[src/logic/lvdi_pkg.sv]
// lvdi_pkg: constants for the low voltage detect interrupt control block
// assumes: 200 mhz device clock, synchronous active high reset
package lvdi_pkg;
  localparam int unsigned CLK_MHZ          = 200;
  localparam int unsigned MIN_PULSE_US     = 200;
  localparam int unsigned MIN_PULSE_CYC    = MIN_PULSE_US * CLK_MHZ;
  localparam int unsigned SETTLE_US        = 10;
  localparam int unsigned SETTLE_CYC       = SETTLE_US * CLK_MHZ;
  localparam int unsigned CNT_W            = 16;

  localparam int unsigned MODE_ENABLE_BIT  = 7;
  localparam int unsigned MODE_SOURCE_BIT  = 2;
  localparam int unsigned MODE_ACTION_BIT  = 1;
  localparam int unsigned MODE_LEVEL_BIT   = 0;

  localparam logic [7:0] MODE_RESET_VAL    = 8'h00;
  localparam logic [7:0] MODE_DEFAULT_VAL  = 8'h82;
  localparam logic [3:0] LEVEL_RESET_VAL   = 4'h0;
  localparam logic [3:0] LEVEL_DEFAULT_VAL = 4'he;
  localparam logic [7:0] MODE_WMASK        = 8'h86;
endpackage

[src/logic/lvdi_sync_if.sv]
// lvdi_sync_if: carries the comparator sample between filter and control
// assumes: one clock domain
`timescale 1ns/1ps
interface lvdi_sync_if;
  logic raw_below;
  logic stable_below;
  logic changed;
  logic run;
  modport filt (input raw_below, input run, output stable_below, output changed);
  modport ctrl (output raw_below, output run, input stable_below, input changed);
endinterface

[src/logic/lvdi_ctrl.sv]
// lvdi_ctrl: low voltage detector control, mode and level select, event flags
// assumes: analog comparators outside; cpu writes come as byte or bit strobes
`timescale 1ns/1ps
module lvdi_ctrl
  import lvdi_pkg::*;
(
  input  wire logic       clock,
  input  wire logic       reset,
  input  wire logic       power_on_reset,
  input  wire logic       default_start_disable,
  input  wire logic       supply_below,
  input  wire logic       external_below,
  input  wire logic       mode_byte_wr,
  input  wire logic [7:0] mode_byte_data,
  input  wire logic       mode_bit_wr,
  input  wire logic [2:0] mode_bit_sel,
  input  wire logic       mode_bit_val,
  input  wire logic       level_wr,
  input  wire logic [3:0] level_wr_data,
  input  wire logic       mask_wr,
  input  wire logic       mask_wr_val,
  input  wire logic       req_clear,
  input  wire logic       cause_clear,
  output logic      [7:0] detect_mode_reg,
  output logic      [3:0] detect_level_select_reg,
  output logic      [3:0] supply_threshold,
  output logic            source_select,
  output logic            detector_enable,
  output logic            detector_run,
  output logic            detect_irq,
  output logic            detect_irq_request_flag,
  output logic            detect_irq_mask,
  output logic            detect_reset,
  output logic            detector_reset_cause_flag
);
  import lvdi_pkg::*;

  lvdi_sync_if sif ();

  logic [7:0] mode_q;
  logic [3:0] level_q;
  logic       mask_q;
  logic       req_q;
  logic       irq_q;
  logic       rst_req_q;
  logic       cause_q;
  logic       run_q;
  logic       default_q;
  logic       enable_fall;
  logic       level_chg;
  logic       src_chg;
  logic       event_hit;
  logic       drop_hit;
  logic       any_irq;
  logic       is_action_rst;

  // option level caught on each clocked reset
  always_ff @(posedge clock)
  begin
    if (reset)
      default_q <= ~default_start_disable;
  end

  assign is_action_rst = mode_q[MODE_ACTION_BIT];

  // mode register: software bits plus hardware level flag
  always_ff @(posedge clock)
  begin
    if (reset)
    begin
      if (!default_start_disable)
        mode_q <= MODE_DEFAULT_VAL;
      else
        mode_q <= MODE_RESET_VAL;
    end
    else
    begin
      if (mode_byte_wr)
        mode_q[7:1] <= mode_byte_data[7:1] & MODE_WMASK[7:1];
      else if (mode_bit_wr && MODE_WMASK[mode_bit_sel])
        mode_q[mode_bit_sel] <= mode_bit_val;
      if (run_q)
        mode_q[MODE_LEVEL_BIT] <= sif.stable_below;
      else
        mode_q[MODE_LEVEL_BIT] <= 1'b0;
    end
  end

  always_ff @(posedge clock)
  begin
    if (reset)
    begin
      if (!default_start_disable)
        level_q <= LEVEL_DEFAULT_VAL;
      else
        level_q <= LEVEL_RESET_VAL;
    end
    else if (level_wr)
      level_q <= level_wr_data;
  end

  always_ff @(posedge clock)
  begin
    if (reset)
      mask_q <= 1'b1;
    else if (mask_wr)
      mask_q <= mask_wr_val;
  end

  // unless default start was selected at the last reset, a settle window after enable hides start-up transients from the filter
  logic [CNT_W-1:0] settle_q;
  always_ff @(posedge clock)
  begin
    if (reset || !mode_q[MODE_ENABLE_BIT])
    begin
      settle_q <= '0;
      run_q    <= 1'b0;
    end
    else if (!run_q)
    begin
      if (settle_q == CNT_W'(SETTLE_CYC - 1) || default_q)
        run_q <= 1'b1;
      else
        settle_q <= settle_q + CNT_W'(1);
    end
  end

  // mux before the sampler; a source change restarts qualification
  assign sif.raw_below = mode_q[MODE_SOURCE_BIT] ? external_below : supply_below;
  assign sif.run       = run_q && !src_chg;

  lvdi_filter u_filter
  (
    .clock (clock),
    .reset (reset),
    .sif   (sif)
  );

  logic prev_en_q;
  logic [3:0] prev_level_q;
  logic prev_src_q;
  always_ff @(posedge clock)
  begin
    if (reset)
    begin
      prev_en_q    <= 1'b0;
      prev_level_q <= LEVEL_RESET_VAL;
      prev_src_q   <= 1'b0;
    end
    else
    begin
      prev_en_q    <= run_q;
      prev_level_q <= level_q;
      prev_src_q   <= mode_q[MODE_SOURCE_BIT];
    end
  end

  assign enable_fall = prev_en_q && !run_q;
  assign level_chg   = run_q && (prev_level_q != level_q);
  assign src_chg     = prev_src_q != mode_q[MODE_SOURCE_BIT];
  // both directions of a qualified change count
  assign event_hit   = run_q && sif.changed;
  // turning off while below looks like a rise back above
  assign drop_hit    = enable_fall && mode_q[MODE_LEVEL_BIT];
  assign any_irq     = !is_action_rst && (event_hit || drop_hit || level_chg);

  always_ff @(posedge clock)
  begin
    if (reset)
      irq_q <= 1'b0;
    else
      irq_q <= any_irq;
  end

  // set wins over clear
  always_ff @(posedge clock)
  begin
    if (reset)
      req_q <= 1'b0;
    else if (any_irq)
      req_q <= 1'b1;
    else if (req_clear)
      req_q <= 1'b0;
  end

  // reset action: held while the qualified level stays below
  always_ff @(posedge clock)
  begin
    if (reset)
      rst_req_q <= 1'b0;
    else
      rst_req_q <= run_q && is_action_rst && sif.stable_below;
  end

  // cause flag survives ordinary reset, cleared by power-on or software
  always_ff @(posedge clock)
  begin
    if (power_on_reset)
      cause_q <= 1'b0;
    else if (rst_req_q)
      cause_q <= 1'b1;
    else if (cause_clear)
      cause_q <= 1'b0;
  end

  assign detect_mode_reg           = mode_q;
  assign detect_level_select_reg   = level_q;
  assign supply_threshold          = level_q;
  assign source_select             = mode_q[MODE_SOURCE_BIT];
  assign detector_enable           = mode_q[MODE_ENABLE_BIT];
  assign detector_run              = run_q;
  assign detect_irq                = irq_q;
  assign detect_irq_request_flag   = req_q;
  assign detect_irq_mask           = mask_q;
  assign detect_reset              = rst_req_q;
  assign detector_reset_cause_flag = cause_q;
endmodule

[src/logic/lvdi_filter.sv]
// lvdi_filter: three-flop sampler plus minimum pulse width qualifier
// assumes: raw comparator level is asynchronous to clock
`timescale 1ns/1ps
module lvdi_filter
  import lvdi_pkg::*;
(
  input  wire logic clock,
  input  wire logic reset,
  lvdi_sync_if.filt sif
);
  logic [2:0]       sync_q;
  logic [CNT_W-1:0] cnt_q;
  logic             stable_q;
  logic             changed_q;
  logic             agree;

  // stage 0 feeds stage 1 only
  always_ff @(posedge clock)
  begin
    if (reset)
      sync_q <= 3'h0;
    else
      sync_q <= {sync_q[1], sync_q[0], sif.raw_below};
  end

  assign agree = (sync_q[1] == sync_q[2]);

  // an excursion counts only after it has held the whole minimum pulse
  always_ff @(posedge clock)
  begin
    if (reset || !sif.run)
    begin
      cnt_q     <= '0;
      stable_q  <= 1'b0;
      changed_q <= 1'b0;
    end
    else
    begin
      changed_q <= 1'b0;
      if (!agree || sync_q[2] == stable_q)
        cnt_q <= '0;
      else if (cnt_q == CNT_W'(MIN_PULSE_CYC - 1))
      begin
        cnt_q     <= '0;
        stable_q  <= sync_q[2];
        changed_q <= 1'b1;
      end
      else
        cnt_q <= cnt_q + CNT_W'(1);
    end
  end

  assign sif.stable_below = stable_q;
  assign sif.changed      = changed_q;
endmodule

[config.mk]
export PLATFORM = sky130hd
export DESIGN_NAME = lvdi_ctrl
export DESIGN_NICKNAME = d
export VERILOG_FILES = /design/src/logic/lvdi_pkg.sv /design/src/logic/lvdi_sync_if.sv /design/src/logic/lvdi_ctrl.sv /design/src/logic/lvdi_filter.sv
export SDC_FILE = /design/constraint.sdc
export NUM_CORES = 1
export LEC_CHECK = 0
export ABC_AREA = 0
export BUFFER_PORTS_ARGS = -buffer_cell sky130_fd_sc_hd__buf_2
export CAP_MARGIN = 20
export CORE_MARGIN = 2
export CORE_UTILIZATION = 57
export DETAILED_ROUTE_END_ITERATION = 12
export GPL_ROUTABILITY_DRIVEN = 0
export PLACE_DENSITY = 0.81
export SLEW_MARGIN = 25
export SYNTH_ARGS = -nofsm -noshare
export SYNTH_HDL_FRONTEND = slang
export SYNTH_HIERARCHICAL = 1
export SYNTH_SLANG_ARGS = --single-unit
[constraint.sdc]
create_clock -name clock -period 4.2 [get_ports clock]
set_input_delay 0.84 -clock clock [delete_from_list [all_inputs] [get_ports clock]]
set_output_delay 0.84 -clock clock [all_outputs]
set_load 0.02 [all_outputs]
; Yosys cells after proc, flatten, opt, wreduce, memory -nomap -nowiden
; Memories as Yosys holds them, arrays and structs flattened.
; Index checks and enable logic that the tools add are counted.
[word_totals]
regBits = 62
mem_bits_ro = 8
in_bits = 29
output_inout_bits = 24
elab_cells = 83
n_memories = 1
[op_classes]
addsub = 2
order_cmp = 2
eq_ne = 6
n_mux = 20
bitwise_logic = 4
n_reduce_logical = 30
[memory_table]
columns = memory, depth, width, read_ports, rd_clocked_by_memory_dff, write_ports, line_no
row1 = (name not given), 8, 1, 1, 0, 0, lvdi_ctrl.sv:80  ; else if (mode_bit_wr && MODE_WMASK[mode_bit_sel])
[ops]
columns = cell, n
row1 = $add 16x1->16 const B, 2
row2 = $mux 8, 3
row3 = $eq 16x11->1 const B, 1
row4 = $eq 16x16->1 const B, 1
row5 = $mux 4, 3
row6 = $mux 1, 11
row7 = $logic_and 1x1->1, 10
row8 = $bwmux 8, 1
row9 = $mux 7, 1
row10 = $logic_not 1->1, 6
row11 = $logic_or 1x1->1, 6
row12 = $reduce_bool 2->1, 3
row13 = $lt 3x4->1 const B, 1
row14 = $ne 4x4->1, 1
row15 = $not 1->1, 4
row16 = $reduce_and 2->1, 2
row17 = $demux 1 s3, 1
row18 = $ge 3x1->1 const B, 1
row19 = $reduce_bool 3->1, 1
row20 = $reduce_or 3->1, 1
row21 = $eq 1x1->1, 2
row22 = $reduce_or 2->1, 1
row23 = $ne 1x1->1, 1

; Longest topological paths before layout
; Gate-level depths: netlist (run 1).
[depth]
ltp_word = 8
mapped_depth = 7
ltp_nobuf = 6

; By module
; The synthesis (run 1) kept the hierarchy.
[by_module_without_submodules]
columns = module, instances, cells_each, area_each_um2, seq_area_each_um2
row1 = lvdi_ctrl, 1, 204, 1981.9, 940.9
row2 = lvdi_filter, 1, 99, 957.2, 420.4

; Worst setup path before layout (run 1)
; Ideal clock, no wire load.
[synth_path]
path_kind = input to register
startpoint = in mode_bit_sel[0]
endpoint = reg mode_q[7], in the netlist detect_mode_reg[7], data pin
setup_time_ns = 0.159
arrival_ns = 1.939
required_time_ns = 4.041
setup_slack_ns = 2.102
stages = 5
n_path_buf = 0
path_cell_list = ha_1 > mux2i_1 > nand2b_1 > or4b_1 > a22oi_1
[synth_via]
elab_chain_len = 8
word_cells_on_any_way = 9
cone_classes = order compare (2) / mux (6) / reduce/logical (1)
[synth_lines]
columns = item, line_no
row1 = from (decl), lvdi_ctrl.sv:16  ; input wire logic [2:0] mode_bit_sel,
row2 = $lt 3x4->1 (not written as such) or $ge 3x1->1 (tied branches), lvdi_ctrl.sv:81  ; mode_q[mode_bit_sel] <= mode_bit_val;
row3 = $logic_and 1x1->1 (not written as such), lvdi_ctrl.sv:81
row4 = $mux 1 (not written as such), lvdi_ctrl.sv:81
row5 = $demux 1 s3 *, lvdi_ctrl.sv:81
row6 = $bwmux 8 *, lvdi_ctrl.sv:81
row7 = $mux 8 *, lvdi_ctrl.sv:80
row8 = $mux 7 *, lvdi_ctrl.sv:78  ; if (mode_byte_wr)
row9 = $mux 8 *, lvdi_ctrl.sv:69  ; if (reset)
row10 = to (signal assigned), lvdi_ctrl.sv:79  ; mode_q[7:1] <= mode_byte_data[7:1] & MODE_WMASK[7:1];
row11 = "to (signal, indexed assignment)", lvdi_ctrl.sv:81
row12 = "to (signal, indexed assignment)", lvdi_ctrl.sv:83  ; mode_q[MODE_LEVEL_BIT] <= sif.stable_below;
row13 = to (decl), lvdi_ctrl.sv:40  ; logic [7:0] mode_q;
; Mark *: on every way between the ends. The rest lies on a longest branch, timed or not. The select of a mux whose other input is x is not followed.
; A chain may end at the register's enable or synchronous reset.

; Final worst setup path (run 1)
; Ends and elaborated chain as after synthesis.

==> results.cfg, run 1 <==
[clock_tree]
path_clk_slew_ps = 70
clk_latency_ps = 340
clockRootBuffer = clkbuf_8
cts_resized = 0
clockBufferDepth = 2
cts_made_buffers = 9
cts_setup_buffers = 0
cts_tree = built
cts_hold_buf = 0
cts_sinks = 62
htreeDepth = 3

[global_routing]
antenna_found_initial = 0
globalRouteOverflowTotal = 0
grt_pass1_wl_um = 8790
grt_usage_pct = 20.7
grt_pass1_vias = 2082
grt_max_degree = 31

[placed_design]
dp_hpwl_um = 3750
placed_cell_area_sq_um = 3160
io_buffer_count = 47

[logic_synthesis]
syn_avg_cell_area_sq_um = 9.70
yosysWarningCount = 6
syn_inst = 303
netlist_area_sq_um = 2940
synth.distinct_cells = 56
syn_nets = 335
async_flop_share_pct = 0
yosys.area.top_type = dfxtp_1
synth_edf_count = 12
synth.area.top_cells = dfxtp_1 (34%), edfxtp_1 (12%), xnor2_1 (4.8%)
synth_flop_cell = dfxtp_1
synth_top_area_share_pct = 34.1
seq_area_frac_synth_pct = 46.3
synth_seq_cells = 62

[worst_setup_path]
worstPathMaxFanout = 7
end_kind = flip-flop
crit_path_start_kind = input pin
r2r_cells = 4
crit_type = in -> reg
crit_arrival_ps = 2170
worstPathRequired_ps = 4380

[drt]
first_pass_iters = 4
drt_iter0_markers = 108
vias_per_cell = 5.41
wl_per_cell_um = 12.8
dr_total_vias = 2278
drt_wl_total_um = 5410
route.detailed.drc = 0
ant_nets = 0

[floorplan]
rows = 26
die_x_um = 75.8
die_y_um = 75.8
io_pins = 53
core-area_sq_um = 5040
die_area_sq_um = 5750
initial_core_util_pct = 58.3

[sta]
clock_skew_ps = 7.50
slew-limit-headroom_pct = 60.0
rsz0062_at_grt = no
finalCriticalPeriod_ps = 1990
fin_setup_tns_ps = 0
finalSetupViolCount = 0
drv_slew = 0
fmax_mhz = 503
fin_crit_sh_pct = 47.4
finalHoldViolations = 0
worst_slew_pin_slew_ps = 599

[final_layout]
final_util_pct = 66.1
antennaDiodeCount = 0
area_growth_syn_to_layout_pct = 13.3
drive_gt1_share_pct = 22.5
final_cell_area_sq_um = 3330
fin_nets = 378

[worst_hold_path]
hold_class = reg -> reg
hold_depth = 1

[power]
p_sw_uw = 296
clkPwrFrac_pct = 38.2
ir_drop_mv = 0.255
leakagePower_uw = 0.00123
comb_power_share_pct = 8.8
p_int_uw = 916
powerDensity_nw_per_um2 = 364
seqPwrFrac_pct = 53.1
swShare_pct = 24.4

[run]
cap_violations = 0

[run_status]
outcome = complete, no violations
==> cells in the mapped netlist, types with 3 or more instances <==
master and count:
nand3_1 8, inv_1 11, and3_1 4, clkbuf_1 5, xor2_1 7, o21ai_0 8, nor3_1 8, dfxtp_1 50
nand2_1 18, o21ai_1 4, nor3b_1 3, nor4_1 5, a21oi_1 15, edfxtp_1 12, buf_4 6, mux2i_1 7
xnor2_1 16, nand4_1 7, nor2_2 3, ha_1 3, buf_6 3, nor2_1 33, and2_1 3, nor4_2 3
nor2b_1 14, or3_1 7
==> final timing paths <==
kind	startpoint	to	slack, ps
hold / removal	u_filter/sync_q[0]	u_filter/sync_q[1]	440
hold reg to reg	u_filter/sync_q[0]	u_filter/sync_q[1]	440
setup / recovery	mode_bit_sel[0]	detect_mode_reg[7]	2210
setup reg to reg	settle_q[4]	settle_q[7]	2320
==> per-stage QoR <==
stage / total power [uW] / worst slack (ps) / cells / hold WS, ps
global placement: 760 / 1890 / 405 / 419
floorplan: 729 / 2100 / 303 / 414
finish: 1210 / 2210 / 421 / 444
CTS: 1230 / 2240 / 421 / 444
detailed placement: 763 / 1880 / 405 / 435
global route: 1260 / 2140 / 421 / 478
==> layout make-up <==
type	instances	area [sq um]
inverters	11	41.3
multi-input cells	215	1430
repair buffers	47	235
flip-flops and latches	62	1360
clock buffers	15	166
well taps	70	87.6
clock inverters	1	5.00
fillers	410	1710
==> cell usage in the layout, fill, tap and decap left out, types with 2 or more instances in the layout <==
master    instances
inv_1            11
nor2b_1          14
clkbuf_1          4
o21ai_0           8
o21ai_1           4
nor4_1            5
and4b_1           2
or4_1             2
ha_1              3
a21oi_1          15
nand2_1          18
nor2_1           33
mux2i_1           7
a31o_2            2
or2_2             2
edfxtp_1         12
or4b_1            2
dfxtp_1          50
or3_1             7
and3_1            4
nor3_1            8
a22oi_1           2
xor2_1            7
nand3_2           2
clkbuf_8         11
xnor2_1          16
buf_2            47
and2_1            3
nor4_2            3
nor2_2            3
nand2b_1          2
a211o_1           2
nand3_1           8
nor3b_1           3
nand4_1           7
nand3b_1          2
==> worst max-delay path, stage by stage <==
cell and delay [ps]:
buf_2 140, ha_1 280, mux2i_1 70, nand2b_1 190
or4b_1 510, a22oi_1 140
==> cell families (layout without fill, tap and decap cells) <==
family,after synthesis,after routing,share of synthesized area (%)
buffers and inverters,26,74,4.90
flip-flops,62,62,46.3
XOR/XNOR,23,23,6.85
AND/OR/NAND/NOR,142,142,29.7
adder cells (fa/ha/maj),3,3,1.28
AO/OA/AOI/OAI,39,39,8.22
multiplexers,8,8,2.77
==> power by group through the flow <==
stage | registers [uW] | logic, uW | clock network, uW
after floorplan | 668 | 60.9 | 0
after global placement | 655 | 106 | 0
after detailed placement | 656 | 107 | 0
after CTS | 643 | 107 | 475
after global routing | 646 | 117 | 501
final | 643 | 106 | 463
==> metal layers <==
metal	track usage, %	vias up	part of all wire, %
li1	-	1153	-
met1	23.3	1087	45
met2	35.6	27	50
met3	4.37	11	2.3
met4	12.3	0	2.2
met5	0	-	0
No activity file was read; power rests on OpenSTA's default activity.
==> run 2, diff against run 1 <==
--- a/config.mk
+++ b/config.mk
@@ -9,10 +9,10 @@
 export BUFFER_PORTS_ARGS = -buffer_cell sky130_fd_sc_hd__buf_2
 export CAP_MARGIN = 20
 export CORE_MARGIN = 2
-export CORE_UTILIZATION = 57
+export CORE_UTILIZATION = 50
 export DETAILED_ROUTE_END_ITERATION = 12
 export GPL_ROUTABILITY_DRIVEN = 0
-export PLACE_DENSITY = 0.81
+export PLACE_DENSITY = 0.76
 export SLEW_MARGIN = 25
 export SYNTH_ARGS = -nofsm -noshare
 export SYNTH_HDL_FRONTEND = slang
==> constraint.sdc (replaced) <==
create_clock -name clock -period 1.7 [get_ports clock]
set_input_delay 0.34 -clock clock [delete_from_list [all_inputs] [get_ports clock]]
set_output_delay 0.34 -clock clock [all_outputs]
set_load 0.02 [all_outputs]
==> results.cfg, run 2 (synthesis gave the netlist of run 1 again) <==
[run_status]
outcome = complete, no violations

[run]
cap_violations = 0

[sta]
fmax_mhz = 598
fin_setup_tns_ps = 0
rsz0062_at_grt = yes
finalHoldViolations = 0
fin_hold_ws_ps = 155
finalSetupViolCount = 0
fin_crit_sh_pct = 98.4
clock_skew_ps = 5.08
worst_slew_pin_slew_ps = 406
setup_ws_ps = 26.8
finalCriticalPeriod_ps = 1670
drv_slew = 0
slew-limit-headroom_pct = 72.7

[clock_tree]
clk_latency_ps = 340
cts_sinks = 62
clockBufferDepth = 2
clockRootBuffer = clkbuf_8
cts_hold_buf = 0
htreeDepth = 3
cts_tree = built
path_clk_slew_ps = 70
cts_made_buffers = 9

[worst_setup_path]
timing.critical_path.buf_inv = 0
cp_top_family = simple AND/OR/NAND/NOR gates
critPathSlowestCell = nand4bb_1
crit_type = reg -> reg
path_cells = nand4_1 > nand4bb_1 > or3_1 > a21oi_1
crit_end = settle_q[15]
cp_slowest_stage_delay_ps = 410
reg2reg_from = settle_q[9]
worstPathMaxFanout = 5
crit_path_start_kind = flip-flop
crit_arrival_ps = 1940
reg2reg_to = settle_q[15]
end_kind = flip-flop
reg2reg_slack_ps = 30
r2r_cells = 4
crit_path_start = settle_q[9]
path_depth = 4
worstPathRequired_ps = 1970

[global_routing]
globalRouteOverflowTotal = 0
grt_max_degree = 25
grt_pass1_wl_um = 10200
antenna_found_initial = 0
grt_usage_pct = 20.4
grt_pass1_vias = 2295

[placed_design]
dp_slack_ps = -59.9
dp_hpwl_um = 4260
io_buffer_count = 47

[final_layout]
nFillCells = 489
final_cell_mix = dfxtp_1 (49), buf_2 (47), nor2_1 (33), buf_4 (20), nand2_1 (18)
final_util_pct = 64.4
area_growth_syn_to_layout_pct = 22.8
register_area_sq_um = 1370
antennaDiodeCount = 0
fin_nets = 400
layout_commonest_cell = dfxtp_1
drive_gt1_share_pct = 29.5
multiInputGateArea_sq_um = 1450

[worst_hold_path]
hold_class = in -> reg

[floorplan]
io_pins = 53
core-area_sq_um = 5610
die_x_um = 80.7
initial_core_util_pct = 52.4
rows = 27
die_y_um = 80.7
die_area_sq_um = 6510

[drt]
route.detailed.drc = 0
drt_iter0_markers = 118
drt_wl_total_um = 6000
dr_total_vias = 2370
ant_nets = 0
wl_per_cell_um = 13.5
first_pass_iters = 5
vias_per_cell = 5.33

[power]
power_uw = 3390
leakagePower_uw = 0.00139
powerDensity_nw_per_um2 = 940
ir_drop_mv = 0.708
[run 2: cell types whose count changed in the layout (fill, tap and decap cells not counted), sizes merged]
cell	before	now
clkinv	1	0
buf	47	69
bufinv	0	1
[run 2: what timing repair did]
item | CTS | global route
setup buffers | 0 | 1
endpoints found under the setup margin | 0 | 11
resized for setup | 0 | 8
[run 2: how the worst min path moves through the flow]
| stage | from | to | slack (ps) | cells past startpoint |
|---|---|---|---|---|
| 4_1_cts | power_on_reset | detector_reset_cause_flag | 130 | 2 |
| 3_5_place_dp | u_filter/sync_q[0] | u_filter/sync_q[1] | 440 | 1 |
| 5_1_grt | power_on_reset | detector_reset_cause_flag | 140 | 2 |
| 3_3_place_gp | u_filter/sync_q[0] | u_filter/sync_q[1] | 440 | 1 |
| 2_1_floorplan | reset | u_filter/sync_q[0] | 410 | 1 |
| 6_report | power_on_reset | detector_reset_cause_flag | 160 | 2 |
[run 2: area by class of cell]
cell class	count	share of cell area, %
clock buffers	15	6.03
clock inverters	1	0.832
inverters	11	1.14
multi-input cells	215	40.1
flip-flops and latches	62	37.8
well taps	72	2.50
repair buffers	69	11.5
[run 2: through the flow]
step,instances,cell area (sq um)
floorplan,303,2940
global placement,427,3320
detailed placement,427,3320
CTS,443,3570
global route,445,3610
finish,445,3610
[run 2: where the power goes]
| group | leakage [uW] | internal (uW) | switching [uW] |
|---|---|---|---|
| combinational | 0.000725 | 122 | 166 |
| sequential | 0.000534 | 1550 | 41.4 |
| clock | 0.000127 | 967 | 548 |
[run 2: per-layer routing]
metal | share of wire, % | GRT usage, %
met5 | 0 | 0
met4 | 0.73 | 8.31
met1 | 45 | 25.0
met2 | 49 | 33.3
met3 | 4.7 | 6.29
